File: src/verilog/cgpm_defines.svh
// constants and register map of the clock generation and power mode block
// Notes on behaviour
// - pll multiplier field bits 13:8, code 7 is x4 up to code 23 x12 by halves
// - sub-clock stop bit is reset only by power-on reset
// - wait field bits 4:0, code 0 none, code 1 1024, doubling to code 8 131072
// - stabilization wait counts cycles of the low-speed oscillator, about 0.25 us
// - clock output source field bits 11:8 picks low, high, main, sub, pll, touch
// - clock output divider field bits 14:12 divides by 1 up to 128
// - system, peripheral, converter and flash clocks have independent dividers
// - each module halts on its own stop bit without touching others
// - sleep modes entered by control bits plus wait instruction, left by interrupt or reset
// - leaving sleep on an interrupt restarts the cpu to service it
// - four operating power modes apply in run, sleep, deep sleep and snooze
// - sleep halts cpu only; deep sleep also halts ram and transfer controller
// - units able to run in low power follow their own control bits; the code asserts periph_halt for all peripherals in standby
// - standby goes to snooze on a snooze request; interrupt plus end condition leaves
`ifndef CGPM_DEFINES_SVH
`define CGPM_DEFINES_SVH
`define CGPM_OFS_PLL     6'h00
`define CGPM_OFS_SUBOSC  6'h04
`define CGPM_OFS_WAIT    6'h08
`define CGPM_OFS_CKOUT   6'h0c
`define CGPM_OFS_MOFUNC  6'h10
`define CGPM_OFS_CLKDIV  6'h14
`define CGPM_OFS_MSTOP   6'h18
`define CGPM_OFS_PWR     6'h1c
`define CGPM_OFS_STATUS  6'h20
`define CGPM_OFS_MOSC    6'h24
`define CGPM_PLL_LSB     8
`define CGPM_PLL_MIN     6'h07
`define CGPM_PLL_MAX     6'h17
`define CGPM_PLL_RST     6'h07
`define CGPM_WAIT_MAX    5'h08
`define CGPM_WAIT_BASE   1024
`define CGPM_CKSEL_LSB   8
`define CGPM_CKDIV_LSB   12
`define CGPM_DRIVE_BIT   5
`define CGPM_MSTOP_RST   32'hffff_ffff
`define CGPM_RESP_OK     2'b00
`define CGPM_RESP_ERR    2'b10
`endif

File: src/verilog/cgpm_pkg.sv
// types of the clock generation and power mode block
package cgpm_pkg;
  // power state of the core
  typedef enum logic [2:0] {
    ST_RUN, ST_SLEEP, ST_DEEP, ST_STANDBY, ST_SNOOZE
  } cgpm_state_t;
  // operating power control mode
  typedef enum logic [1:0] {
    OPM_HIGH, OPM_MID, OPM_MID2, OPM_LOW
  } cgpm_opmode_t;
  // halt requests to the units of the core
  typedef struct packed {
    logic cpu_halt;
    logic ram_dtc_halt;
    logic flash_halt;
    logic periph_halt;
  } cgpm_halt_t;
  // independent divider ticks
  typedef struct packed {
    logic system_clock;
    logic peripheral_clock;
    logic converter_clock;
    logic flash_if_clock;
  } cgpm_ticks_t;
endpackage : cgpm_pkg

File: src/verilog/cgpm_top.sv
// clock generation control and low power mode sequencing with axi4-lite registers
//
// The AXI4-Lite interface to the registers and the register addresses were decided locally.
`timescale 1ns/1ps
`default_nettype none
`include "cgpm_defines.svh"
module cgpm_top #(
  parameter int WAIT_BASE = `CGPM_WAIT_BASE,
  parameter int ADDR_W    = 6
) (
  input  wire logic                 ref_clk,
  input  wire logic                 rst_n,
  input  wire logic                 por_n,
  input  wire logic [ADDR_W-1:0]    awaddr,
  input  wire logic                 awvalid,
  output logic                      awready,
  input  wire logic [31:0]          wdata,
  input  wire logic [3:0]           wstrb,
  input  wire logic                 wvalid,
  output logic                      wready,
  output logic [1:0]                bresp,
  output logic                      bvalid,
  input  wire logic                 bready,
  input  wire logic [ADDR_W-1:0]    araddr,
  input  wire logic                 arvalid,
  output logic                      arready,
  output logic [31:0]               rdata,
  output logic [1:0]                rresp,
  output logic                      rvalid,
  input  wire logic                 rready,
  input  wire logic                 low_speed_osc,
  input  wire logic                 high_speed_osc,
  input  wire logic                 main_osc,
  input  wire logic                 sub_osc,
  input  wire logic                 pll_clk,
  input  wire logic                 touch_sensing_unit_clk,
  input  wire logic                 wait_insn,
  input  wire logic                 irq_pending,
  input  wire logic                 snooze_req,
  input  wire logic                 snooze_end,
  output logic                      clock_output_pin,
  output logic [6:0]                pll_mult_x2,
  output logic                      pll_code_ok,
  output logic                      main_osc_stop,
  output logic                      main_osc_drive_bit,
  output logic                      main_osc_stable,
  output logic                      subclock_stop_bit,
  output cgpm_pkg::cgpm_ticks_t     clk_ticks,
  output logic [31:0]               module_stop,
  output cgpm_pkg::cgpm_opmode_t    op_mode,
  output cgpm_pkg::cgpm_halt_t      halt,
  output logic                      cpu_restart,
  output cgpm_pkg::cgpm_state_t     state
);

  if (WAIT_BASE < 1 || WAIT_BASE > 1024) begin : g_chk
    $error("WAIT_BASE must lie in 1..1024");
  end
  if (ADDR_W < 6) begin : g_chk_a
    $error("ADDR_W must be at least 6");
  end

  //////////////////////////////////////////////////////////////////////////////
  // functions

  // merge write data under byte strobes
  function automatic logic [31:0] merge(input logic [31:0] old, input logic [31:0] nw,
                                        input logic [3:0] strb);
    logic [31:0] r;
    r = old;
    for (int i = 0; i < 4; i++) begin
      if (strb[i]) r[i*8 +: 8] = nw[i*8 +: 8];
    end
    return r;
  endfunction : merge

  // tick when the low code bits of a free counter are all ones
  function automatic logic div_tick(input logic [6:0] cnt, input logic [2:0] code);
    logic [6:0] mask;
    mask = 7'((8'h01 << code) - 8'h01);
    return &(cnt | ~mask);
  endfunction : div_tick

  // wait length in low speed oscillator cycles
  function automatic logic [17:0] wait_cycles(input logic [4:0] code);
    logic [4:0] c;
    c = (code > `CGPM_WAIT_MAX) ? `CGPM_WAIT_MAX : code;
    if (c == 5'h00) return 18'h00000;
    return 18'(18'(WAIT_BASE) << (c - 5'h01));
  endfunction : wait_cycles

  //////////////////////////////////////////////////////////////////////////////
  // register storage

  logic [5:0]  pll_field;
  logic [4:0]  wait_field;
  logic [3:0]  ckout_sel;
  logic [2:0]  ckout_div;
  logic [14:0] div_fields;
  logic        deep_sel;
  logic        standby_sel;
  logic        snooze_en;
  logic        aw_hold;
  logic        w_hold;
  logic [ADDR_W-1:0] aw_addr;
  logic [31:0] w_data;
  logic [3:0]  w_strb;
  logic        wr_fire;
  logic [31:0] rd_mux;
  logic        rd_ok;
  logic [31:0] old_val;
  logic        wr_ok;

  assign awready = !aw_hold && !bvalid;
  assign wready  = !w_hold && !bvalid;
  assign arready = !rvalid;
  assign wr_fire = aw_hold && w_hold && !bvalid;

  // read view of every register, also used as the base of a write
  function automatic logic [31:0] view(input logic [ADDR_W-1:0] a);
    if (a == `CGPM_OFS_PLL) return {18'h0, pll_field, 8'h00};
    else if (a == `CGPM_OFS_SUBOSC) return {31'h0, subclock_stop_bit};
    else if (a == `CGPM_OFS_WAIT) return {27'h0, wait_field};
    else if (a == `CGPM_OFS_CKOUT) return {17'h0, ckout_div, ckout_sel, 8'h00};
    else if (a == `CGPM_OFS_MOFUNC) return 32'(main_osc_drive_bit) << `CGPM_DRIVE_BIT;
    else if (a == `CGPM_OFS_CLKDIV) return {17'h0, div_fields};
    else if (a == `CGPM_OFS_MSTOP) return module_stop;
    else if (a == `CGPM_OFS_PWR) return {24'h0, snooze_en, standby_sel, deep_sel, 3'h0, op_mode};
    else if (a == `CGPM_OFS_STATUS) return {27'h0, state, 1'b0, main_osc_stable};
    else if (a == `CGPM_OFS_MOSC) return {31'h0, main_osc_stop};
    else return 32'h0;
  endfunction : view

  // address decode of mapped words
  function automatic logic mapped(input logic [ADDR_W-1:0] a);
    return a[1:0] == 2'b00 && a <= `CGPM_OFS_MOSC;
  endfunction : mapped

  always_comb begin
    old_val = merge(view(aw_addr), w_data, w_strb);
    wr_ok   = mapped(aw_addr) && aw_addr != `CGPM_OFS_STATUS;
    rd_mux  = view(araddr);
    rd_ok   = mapped(araddr);
  end

  //////////////////////////////////////////////////////////////////////////////
  // axi4-lite write channel
  always_ff @(posedge ref_clk or negedge rst_n) begin
    if (!rst_n) begin
      aw_hold <= 1'b0;
      w_hold  <= 1'b0;
      aw_addr <= '0;
      w_data  <= 32'h0;
      w_strb  <= 4'h0;
      bvalid  <= 1'b0;
      bresp   <= `CGPM_RESP_OK;
    end else begin
      if (awvalid && awready) begin
        aw_hold <= 1'b1;
        aw_addr <= awaddr;
      end
      if (wvalid && wready) begin
        w_hold <= 1'b1;
        w_data <= wdata;
        w_strb <= wstrb;
      end
      if (wr_fire) begin
        aw_hold <= 1'b0;
        w_hold  <= 1'b0;
        bvalid  <= 1'b1;
        bresp   <= wr_ok ? `CGPM_RESP_OK : `CGPM_RESP_ERR;
      end else if (bvalid && bready) begin
        bvalid <= 1'b0;
      end
    end
  end

  // axi4-lite read channel
  always_ff @(posedge ref_clk or negedge rst_n) begin
    if (!rst_n) begin
      rvalid <= 1'b0;
      rdata  <= 32'h0;
      rresp  <= `CGPM_RESP_OK;
    end else if (arvalid && arready) begin
      rvalid <= 1'b1;
      rdata  <= rd_mux;
      rresp  <= rd_ok ? `CGPM_RESP_OK : `CGPM_RESP_ERR;
    end else if (rvalid && rready) begin
      rvalid <= 1'b0;
    end
  end

  // control registers set to their reset values by rst_n only, not by por_n
  always_ff @(posedge ref_clk or negedge rst_n) begin
    if (!rst_n) begin
      pll_field          <= `CGPM_PLL_RST;
      wait_field         <= 5'h00;
      ckout_sel          <= 4'h0;
      ckout_div          <= 3'h0;
      main_osc_drive_bit <= 1'b0;
      div_fields         <= 15'h0;
      module_stop        <= `CGPM_MSTOP_RST;
      op_mode            <= cgpm_pkg::OPM_HIGH;
      deep_sel           <= 1'b0;
      standby_sel        <= 1'b0;
      snooze_en          <= 1'b0;
      main_osc_stop      <= 1'b1;
    end else if (wr_fire) begin
      if (aw_addr == `CGPM_OFS_PLL) pll_field <= old_val[`CGPM_PLL_LSB +: 6];
      else if (aw_addr == `CGPM_OFS_WAIT) wait_field <= old_val[4:0];
      else if (aw_addr == `CGPM_OFS_CKOUT) begin
        ckout_sel <= old_val[`CGPM_CKSEL_LSB +: 4];
        ckout_div <= old_val[`CGPM_CKDIV_LSB +: 3];
      end else if (aw_addr == `CGPM_OFS_MOFUNC) begin
        main_osc_drive_bit <= old_val[`CGPM_DRIVE_BIT];
      end else if (aw_addr == `CGPM_OFS_CLKDIV) div_fields <= old_val[14:0];
      else if (aw_addr == `CGPM_OFS_MSTOP) module_stop <= old_val;
      else if (aw_addr == `CGPM_OFS_PWR) begin
        op_mode     <= cgpm_pkg::cgpm_opmode_t'(old_val[1:0]);
        deep_sel    <= old_val[5];
        standby_sel <= old_val[6];
        snooze_en   <= old_val[7];
      end else if (aw_addr == `CGPM_OFS_MOSC) main_osc_stop <= old_val[0];
    end
  end

  // sub-clock stop bit survives every reset except power-on
  always_ff @(posedge ref_clk or negedge por_n) begin
    if (!por_n) subclock_stop_bit <= 1'b0;
    else if (wr_fire && aw_addr == `CGPM_OFS_SUBOSC) subclock_stop_bit <= old_val[0];
  end

  //////////////////////////////////////////////////////////////////////////////
  // pll multiplier decode, twice the factor
  always_comb begin
    pll_mult_x2 = 7'({1'b0, pll_field} + 7'h01);
    pll_code_ok = pll_field >= `CGPM_PLL_MIN && pll_field <= `CGPM_PLL_MAX;
  end

  //////////////////////////////////////////////////////////////////////////////
  // synchronisers for the oscillator inputs
  logic [5:0] src_s1;
  logic [5:0] src_s2;
  logic [5:0] src_s3;
  logic [5:0] src_rise;
  always_ff @(posedge ref_clk or negedge rst_n) begin
    if (!rst_n) begin
      src_s1 <= 6'h00;
      src_s2 <= 6'h00;
      src_s3 <= 6'h00;
    end else begin
      src_s1 <= {touch_sensing_unit_clk, pll_clk, sub_osc, main_osc, high_speed_osc,
                 low_speed_osc};
      src_s2 <= src_s1;
      src_s3 <= src_s2;
    end
  end
  assign src_rise = src_s2 & ~src_s3;

  //////////////////////////////////////////////////////////////////////////////
  // main oscillator stabilization wait, counted on low speed oscillator edges
  logic [17:0] wait_cnt;
  logic        stop_d;
  logic        osc_start;
  assign osc_start = stop_d && !main_osc_stop;
  always_ff @(posedge ref_clk or negedge rst_n) begin
    if (!rst_n) begin
      stop_d          <= 1'b1;
      wait_cnt        <= 18'h0;
      main_osc_stable <= 1'b0;
    end else begin
      stop_d <= main_osc_stop;
      if (main_osc_stop) begin
        wait_cnt        <= 18'h0;
        main_osc_stable <= 1'b0;
      end else if (osc_start) begin
        wait_cnt <= wait_cycles(wait_field);
      end else if (!main_osc_stable) begin
        if (wait_cnt == 18'h0) main_osc_stable <= 1'b1;
        else if (src_rise[0]) wait_cnt <= wait_cnt - 18'h1;
      end
    end
  end

  //////////////////////////////////////////////////////////////////////////////
  // clock output source select and divider
  logic [2:0] src_idx;
  logic       src_ok;
  logic [6:0] ck_cnt;
  always_comb begin
    src_ok  = 1'b1;
    src_idx = 3'h0;
    case (ckout_sel)
      4'h0:    src_idx = 3'h0;
      4'h1:    src_idx = 3'h1;
      4'h2:    src_idx = 3'h2;
      4'h3:    src_idx = 3'h3;
      4'h4:    src_idx = 3'h4;
      4'h8:    src_idx = 3'h5;
      default: src_ok  = 1'b0;
    endcase
  end
  always_ff @(posedge ref_clk or negedge rst_n) begin
    if (!rst_n) begin
      ck_cnt           <= 7'h0;
      clock_output_pin <= 1'b0;
    end else if (!src_ok) begin
      clock_output_pin <= 1'b0; // prohibited source code holds the pin low
    end else if (ckout_div == 3'h0) begin
      clock_output_pin <= src_s2[src_idx];
    end else if (src_rise[src_idx]) begin
      ck_cnt <= ck_cnt + 7'h1;
      if (div_tick(ck_cnt, ckout_div - 3'h1)) clock_output_pin <= !clock_output_pin;
    end
  end

  //////////////////////////////////////////////////////////////////////////////
  // independent internal clock dividers, one tick per divided period
  logic [6:0] div_cnt;
  always_ff @(posedge ref_clk or negedge rst_n) begin
    if (!rst_n) begin
      div_cnt   <= 7'h0;
      clk_ticks <= '0;
    end else begin
      div_cnt                    <= div_cnt + 7'h1;
      clk_ticks.system_clock     <= div_tick(div_cnt, div_fields[2:0]);
      clk_ticks.peripheral_clock <= div_tick(div_cnt, div_fields[6:4]);
      clk_ticks.converter_clock  <= div_tick(div_cnt, div_fields[10:8]);
      clk_ticks.flash_if_clock   <= div_tick(div_cnt, div_fields[14:12]);
    end
  end

  //////////////////////////////////////////////////////////////////////////////
  // power state sequencing
  cgpm_pkg::cgpm_state_t next_state;
  always_comb begin
    next_state = state;
    case (state)
      cgpm_pkg::ST_RUN: begin
        if (wait_insn) begin
          if (standby_sel) next_state = cgpm_pkg::ST_STANDBY;
          else if (deep_sel) next_state = cgpm_pkg::ST_DEEP;
          else next_state = cgpm_pkg::ST_SLEEP;
        end
      end
      cgpm_pkg::ST_SLEEP, cgpm_pkg::ST_DEEP: begin
        if (irq_pending) next_state = cgpm_pkg::ST_RUN;
      end
      cgpm_pkg::ST_STANDBY: begin
        if (irq_pending) next_state = cgpm_pkg::ST_RUN;
        else if (snooze_en && snooze_req) next_state = cgpm_pkg::ST_SNOOZE;
      end
      cgpm_pkg::ST_SNOOZE: begin
        if (irq_pending && snooze_end) next_state = cgpm_pkg::ST_RUN;
      end
      default: next_state = cgpm_pkg::ST_RUN;
    endcase
  end

  // state, halt requests and restart pulse
  always_ff @(posedge ref_clk or negedge rst_n) begin
    if (!rst_n) begin
      state       <= cgpm_pkg::ST_RUN;
      halt        <= '0;
      cpu_restart <= 1'b0;
    end else begin
      state             <= next_state;
      cpu_restart       <= state != cgpm_pkg::ST_RUN && next_state == cgpm_pkg::ST_RUN;
      halt.cpu_halt     <= next_state != cgpm_pkg::ST_RUN;
      halt.ram_dtc_halt <= next_state == cgpm_pkg::ST_DEEP
                           || next_state == cgpm_pkg::ST_STANDBY;
      halt.flash_halt   <= next_state inside {cgpm_pkg::ST_DEEP, cgpm_pkg::ST_STANDBY,
                                              cgpm_pkg::ST_SNOOZE};
      // peripherals keep their own stop bits except in standby
      halt.periph_halt  <= next_state == cgpm_pkg::ST_STANDBY;
    end
  end
endmodule : cgpm_top
`default_nettype wire

File: config.mk
export PLATFORM = sky130hd
export DESIGN_NAME = cgpm_top
export DESIGN_NICKNAME = d
export VERILOG_FILES = /design/src/verilog/cgpm_pkg.sv /design/src/verilog/cgpm_top.sv
export VERILOG_INCLUDE_DIRS = /design/src /design/src/verilog
export SDC_FILE = /design/constraint.sdc
export NUM_CORES = 1
export LEC_CHECK = 0
export ABC_AREA = 1
export BUFFER_PORTS_ARGS = -buffer_cell sky130_fd_sc_hd__buf_2
export CORE_MARGIN = 4
export CORE_UTILIZATION = 60
export CTS_CLUSTER_SIZE = 24
export DETAILED_ROUTE_END_ITERATION = 10
export MAX_ROUTING_LAYER = met4
export PLACE_DENSITY = 0.84
export SYNTH_ARGS = -nofsm -noshare
export SYNTH_HDL_FRONTEND = slang
export SYNTH_SLANG_ARGS = --single-unit
File: constraint.sdc
create_clock -name ref_clk -period 4.2 [get_ports ref_clk]
set_clock_uncertainty 0.2 [all_clocks]
set_input_delay 1.26 -clock ref_clk [delete_from_list [all_inputs] [get_ports ref_clk]]
set_output_delay 1.26 -clock ref_clk [all_outputs]
set_load 0.03 [all_outputs]
# ---- Yosys cells after proc, flatten, opt, wreduce, memory -nomap -nowiden
# Cells that the tools add are included.
dict set report op_classes {
  add_sub_neg 11
  magnitude_cmp 6
  eq_ne 39
  shift 6
  muxes 67
  n_bitwise 20
  reduce_logical 64
}
# cell n
set op_table {}
lappend op_table {{32-bit two-way mux} 14}
lappend op_table {{18-bit two-way mux} 7}
lappend op_table {{6-bit by 5-bit equality test with 1-bit output, second input constant} 8}
lappend op_table {{8-bit two-way mux} 6}
lappend op_table {{7-bit AND reduction} 6}
lappend op_table {{7-bit NOT} 5}
lappend op_table {{7-bit bitwise OR} 5}
lappend op_table {{1-bit by 3-bit left shift with 7-bit output, first input constant} 5}
lappend op_table {{7-bit by 1-bit subtractor with 7-bit output, second input constant} 5}
lappend op_table {{8-bit AND reduction} 4}
lappend op_table {{6-bit by 4-bit equality test with 1-bit output, second input constant} 4}
lappend op_table {{6-bit equality test, second input constant} 4}
lappend op_table {{1-bit two-way mux} 24}
lappend op_table {{8-bit != test, second input constant} 3}
lappend op_table {{1-bit logical AND} 18}
lappend op_table {{18-bit zero test} 1}
lappend op_table {{11-bit by 5-bit left shift with 18-bit output, first input constant} 1}
lappend op_table {{18-bit by 1-bit subtractor with 18-bit output, second input constant} 1}
lappend op_table {{3-bit two-way mux} 5}
lappend op_table {{5-bit two-way mux} 3}
lappend op_table {{3-bit one-hot mux with 5 select lines} 1}
lappend op_table {{7-bit by 1-bit adder with 7-bit output, second input constant} 2}
lappend op_table {{3-bit by 2-bit equality test with 1-bit output, second input constant} 4}
lappend op_table {{6-bit by 3-bit equality test with 1-bit output, second input constant} 2}
lappend op_table {{other kinds (42)} 75}
dict set report word_totals {
  register_bits 220
  in_bits 66
  out_inout_bits 100
}

# ---- Logic depth before layout (Yosys ltp)
dict set report logic_depth {
  word_depth 12
  mapped_depth 13
}

# ---- Worst setup path after synthesis
# No wires, ideal clock.
dict set report synth_path {
  kind {register to output}
  start {reg pll_field[0]}
  end {out pll_mult_x2[4]}
  arrival_time_ps 1303
  t_required_ps 2740
  setup_slack_ps 1437
  stages_incl_launch_ff 4
  n_path_buf 0
  cell_sequence {dfstp_2 -> ha_1 -> nand2_1 -> a21oi_1}
}
dict set report synth_via {
  elab_chain_len 1
}
# element line_no
set synth_lines {}
lappend synth_lines {{start, declared} cgpm_top.sv:95} ;# logic [5:0] pll_field;
lappend synth_lines {{start signal, assigned} cgpm_top.sv:196} ;# pll_field <= `CGPM_PLL_RST;
lappend synth_lines {{start signal, assigned} cgpm_top.sv:209} ;# if (aw_addr == `CGPM_OFS_PLL) pll_field <= old_val[`CGPM_PLL_LSB +: 6];
lappend synth_lines {{6-bit by 1-bit adder with 7-bit output} cgpm_top.sv:236} ;# pll_mult_x2 = 7'({1'b0, pll_field} + 7'h01);
lappend synth_lines {{end, declared} cgpm_top.sv:42} ;# output logic [6:0] pll_mult_x2,
# No other way between the ends.

# ---- Worst setup path in the final report
# Ends and elaborated chain as after synthesis.

==> summary by stage <==
STA
The sum of negative setup slack is 0 ns. Final hold analysis gives a worst-case slack of 0.149 ns. The slew at the pin with the worst max-slew slack is 0.823 ns. The setup-violating endpoint count in the final report is 0.

The shortest period the worst path allows is 3.26 ns. Setup repair after global routing left no endpoint under its margin. The count of endpoints failing hold in the final timing report is 0. The number of slew-limit violations in the final report was 0. The worst relative slew slack is 45.0%. The fraction of the cycle the final worst path needs is 77.7%.

The achievable clock frequency is 307 MHz.

Min path
In this run the worst hold path is classified as flip-flop to flip-flop. The path with the worst hold slack has its endpoint at src_s2[3]. The critical hold path startpoint is src_s1[3]. The cell depth of the worst hold path is 0.

Global route
Entering global routing, the biggest net connects 86 pins. The final global-route overflow total is 0. The via count of the first global-routing pass came to 9823. Global routing consumed, over all layers together, 31.9% of the routing resources. The first global-routing pass estimated 50400 um of wire.

The initial antenna violation count is 0.

Finish
The total of fill cells in the finished design is 1329. The count of non-filler cells in the finished layout is 1736. Summing all non-filler instances in the final layout gives an area of 12600 sq um. Cells fill 72.3% of the core in the end.

After the last flow step, the layout net total stands at 1565. The top cell types in the final layout, fill and taps aside, are sky130_fd_sc_hd__nand2_1 (385), sky130_fd_sc_hd__dfrtp_1 (181), sky130_fd_sc_hd__buf_2 (162). The library cell used most frequently in the layout, excluding fill and tap cells, is sky130_fd_sc_hd__nand2_1. The count of inserted antenna diode cells is 0. The fraction of final layout cells with drive strength greater than 1 is 22.1%. Compared with the post-synthesis result, the final layout area differs by 16.6%.

Placement
After detailed placement, the design holds a cell count of 1693. Once placement finished, the instance area stood at 11800 sq um. Routability-driven placement finished with a final weighted congestion of 0.978. The placed wire-length estimate is 22100 um.

The count of buffers from port buffering is 163.

Power
In this run the power density over the cells is 613 nW/um^2. The portion of total power attributed to combinational logic is 33.4%. The analysis attributes to net switching a power of 3.01 mW. The worst-case IR drop observed on VDD is 0.520 mV. In this run switching power makes up 38.9% of total power. The clock network burns 27.6% of the power.

The analysis attributes to cell leakage a power of 6.41 nW. The cell-internal power is 4.73 mW. The relative contribution of sequential cells to total power is 38.9%.

Worst setup path
The worst register-to-register path begins at bvalid. The setup slack on the worst flop-to-flop path is 1.39 ns. The biggest fanout along the worst timing path is 4. The endpoint identified for the worst register-to-register timing path is module_stop[1]. The data required time at the worst endpoint is 2.74 ns. The kind of start point of the critical path is a flip-flop.

The worst path arrival time is 1.80 ns. Measured in cells, the most critical reg-to-reg path has a length of 7. The worst setup path is captured at a primary output. The worst setup path is of the flip-flop to primary output kind.

Yosys
The synthesis-stage register bit count is 218. The proportion of netlist area held by the largest area contributor is 41.8%. Counting distinct cell types in the post-synthesis netlist gives 46. In this run the cell area of the synthesized design comes to 10800 sq um.

The synthesized area divided by synthesized cell count is 8.15 sq um. After synthesis, flip-flops and latches occupy 50.8% of the total area. In this run, synthesis inferred 0 flip-flops with an integrated enable. After technology mapping, the gate count stands at 1329. During synthesis, Yosys emitted a total of 0 warnings. The leading register cell type out of synthesis is sky130_fd_sc_hd__dfrtp_1. Ranked by total cell area, the synthesized netlist is headed by sky130_fd_sc_hd__dfrtp_1 (42%), sky130_fd_sc_hd__nand2_1 (13%), sky130_fd_sc_hd__dfstp_2 (9.0%). The top cell type by total area after synthesis is sky130_fd_sc_hd__dfrtp_1. The share of flip-flops with an asynchronous set or reset after synthesis is 100%.

Clock tree
The buffer cell driving the clock tree root is sky130_fd_sc_hd__clkbuf_16. In this run the deepest clock path goes through 3 buffers. The TritonCTS buffer count is 24. The number of H-tree levels is 1.

The clock net in this run drives a total of 218 sinks. After clock tree synthesis, the clock-pin slew on the worst setup and hold paths is 0.06 ns. Hold repair after CTS inserted 0 buffers.

The clock latency at the later pin of the worst-skew pair is 0.52 ns. The number of gates resized after CTS was 0. The TritonCTS clock tree is built. The buffers inserted during post-CTS setup optimization is 0.

Floorplan
The area of the die is 20300 sq um. For this configuration, the core starts out at a cell density of 62.0%. Row generation in the floorplan step produced 48 rows.

The floorplan step set the die width to 142 um. The core area is 17500 sq um. The chip height is 142 um. The I/O pin total is 166.

Route
Once detail routing completed, the nets flagged for antenna violations numbered 0. The number of optimization iterations in the first detailed-route pass is 6. The via density per instance is 5.81. The routed layout has 10100 vias. After detailed routing, the average wire length per cell comes to 18.0 um. The detailed router's first-iteration violation count is 950. The post-route DRC violation count is 0.

For this block, the routed nets add up to 31300 um of wire.

Flow run
Max-cap violations in this run came to 0.

Status
The run finished with clean final reports.
[metal layers]
metal	vias up	track usage (%)	part of all wire, %
met5	-	-	0
met4	0	11.4	3.8
met3	123	7.80	11
met2	577	48.8	45
met1	4728	41.8	40
li1	4655	-	-
[flip-flops by register name, summed over array words and instances, names as in the netlist, 7 cells and up]
name / cells
ck_cnt: 7
w_data: 32
wait_cnt: 18
module_stop: 32
div_cnt: 7
div_fields: 15
rdata: 32
[how the worst max path moves through the flow]
stage,from,endpoint,slack (ns),depth (start not counted)
floorplan,pll_field[0],pll_mult_x2[4],1.44,3
global placement,araddr[1],rdata[28],1.08,9
detailed placement,araddr[1],rdata[25],0.92,9
CTS,pll_field[1],pll_mult_x2[4],0.92,5
global route,pll_field[1],pll_mult_x2[4],0.85,5
finish,pll_field[0],pll_mult_x2[4],0.94,5
[metrics by stage]
step / total power, mW / worst slack (ns)
2_1_floorplan: 4.84 / 1.44
3_3_place_gp: 5.48 / 1.08
3_5_place_dp: 5.58 / 0.915
4_1_cts: 7.75 / 0.925
5_1_grt: 8.21 / 0.852
6_report: 7.74 / 0.938
[final cells by class]
class	count	area (sq um)	area share [%]
sequential	218	5500	43.6
clock inverter	11	118	0.931
multi-input combinational	929	4580	36.3
timing repair buffer	172	905	7.16
inverter	149	562	4.45
tap	225	282	2.23
clock buffer	32	682	5.40
[power by group through the flow]
stage	clock, mW	sequential, mW	combinational, mW
3_5_place_dp	0	3.02	2.55
3_3_place_gp	0	3.01	2.47
6_report	2.14	3.02	2.59
4_1_cts	2.17	3.00	2.57
2_1_floorplan	0	3.10	1.74
5_1_grt	2.26	3.06	2.88
[cells in the mapped netlist, types with 2 or more instances]
library cell and number:
sky130_fd_sc_hd__a21oi_1 47, sky130_fd_sc_hd__a31oi_1 5, sky130_fd_sc_hd__buf_2 12, sky130_fd_sc_hd__buf_4 6, sky130_fd_sc_hd__buf_6 4, sky130_fd_sc_hd__clkbuf_1 12, sky130_fd_sc_hd__dfrtp_1 181, sky130_fd_sc_hd__dfstp_2 37
sky130_fd_sc_hd__ha_1 5, sky130_fd_sc_hd__inv_1 137, sky130_fd_sc_hd__inv_2 11, sky130_fd_sc_hd__mux2_2 33, sky130_fd_sc_hd__nand2_1 385, sky130_fd_sc_hd__nand2_2 4, sky130_fd_sc_hd__nand3_1 103, sky130_fd_sc_hd__nand3_2 4
sky130_fd_sc_hd__nand3b_1 4, sky130_fd_sc_hd__nand4_1 16, sky130_fd_sc_hd__nor2_1 104, sky130_fd_sc_hd__nor2_2 12, sky130_fd_sc_hd__nor2_4 2, sky130_fd_sc_hd__nor3_1 14, sky130_fd_sc_hd__o211ai_1 9, sky130_fd_sc_hd__o21ai_0 90
sky130_fd_sc_hd__o21ai_1 34, sky130_fd_sc_hd__o21ai_2 5, sky130_fd_sc_hd__o21bai_1 2, sky130_fd_sc_hd__o221ai_1 2, sky130_fd_sc_hd__o22ai_1 10, sky130_fd_sc_hd__or2_2 8, sky130_fd_sc_hd__xnor2_1 4, sky130_fd_sc_hd__xor2_1 13
[cell families (layout without fill, tap and decap cells)]
logic type	after synthesis	count (layout)	share of synthesized area, %
other	1	2	0.0346
muxes	33	33	3.43
xor gates and xnor gates	17	17	1.37
DFF	218	218	50.8
AOI/OAI and AO/OA	209	209	10.5
buffers and inverters	183	364	6.99
and+or+nand+nor	663	663	26.3
adders and majority gates	5	5	0.578
[worst max-delay path, stage by stage, from the launching register on]
cell and delay [ns]:
sky130_fd_sc_hd__dfstp_2 0.58, sky130_fd_sc_hd__ha_1 0.23, sky130_fd_sc_hd__nand4_1 0.14, sky130_fd_sc_hd__o21ai_0 0.10, sky130_fd_sc_hd__a21oi_1 0.05, sky130_fd_sc_hd__buf_2 0.18
Power figures use the tool's default switching activity.
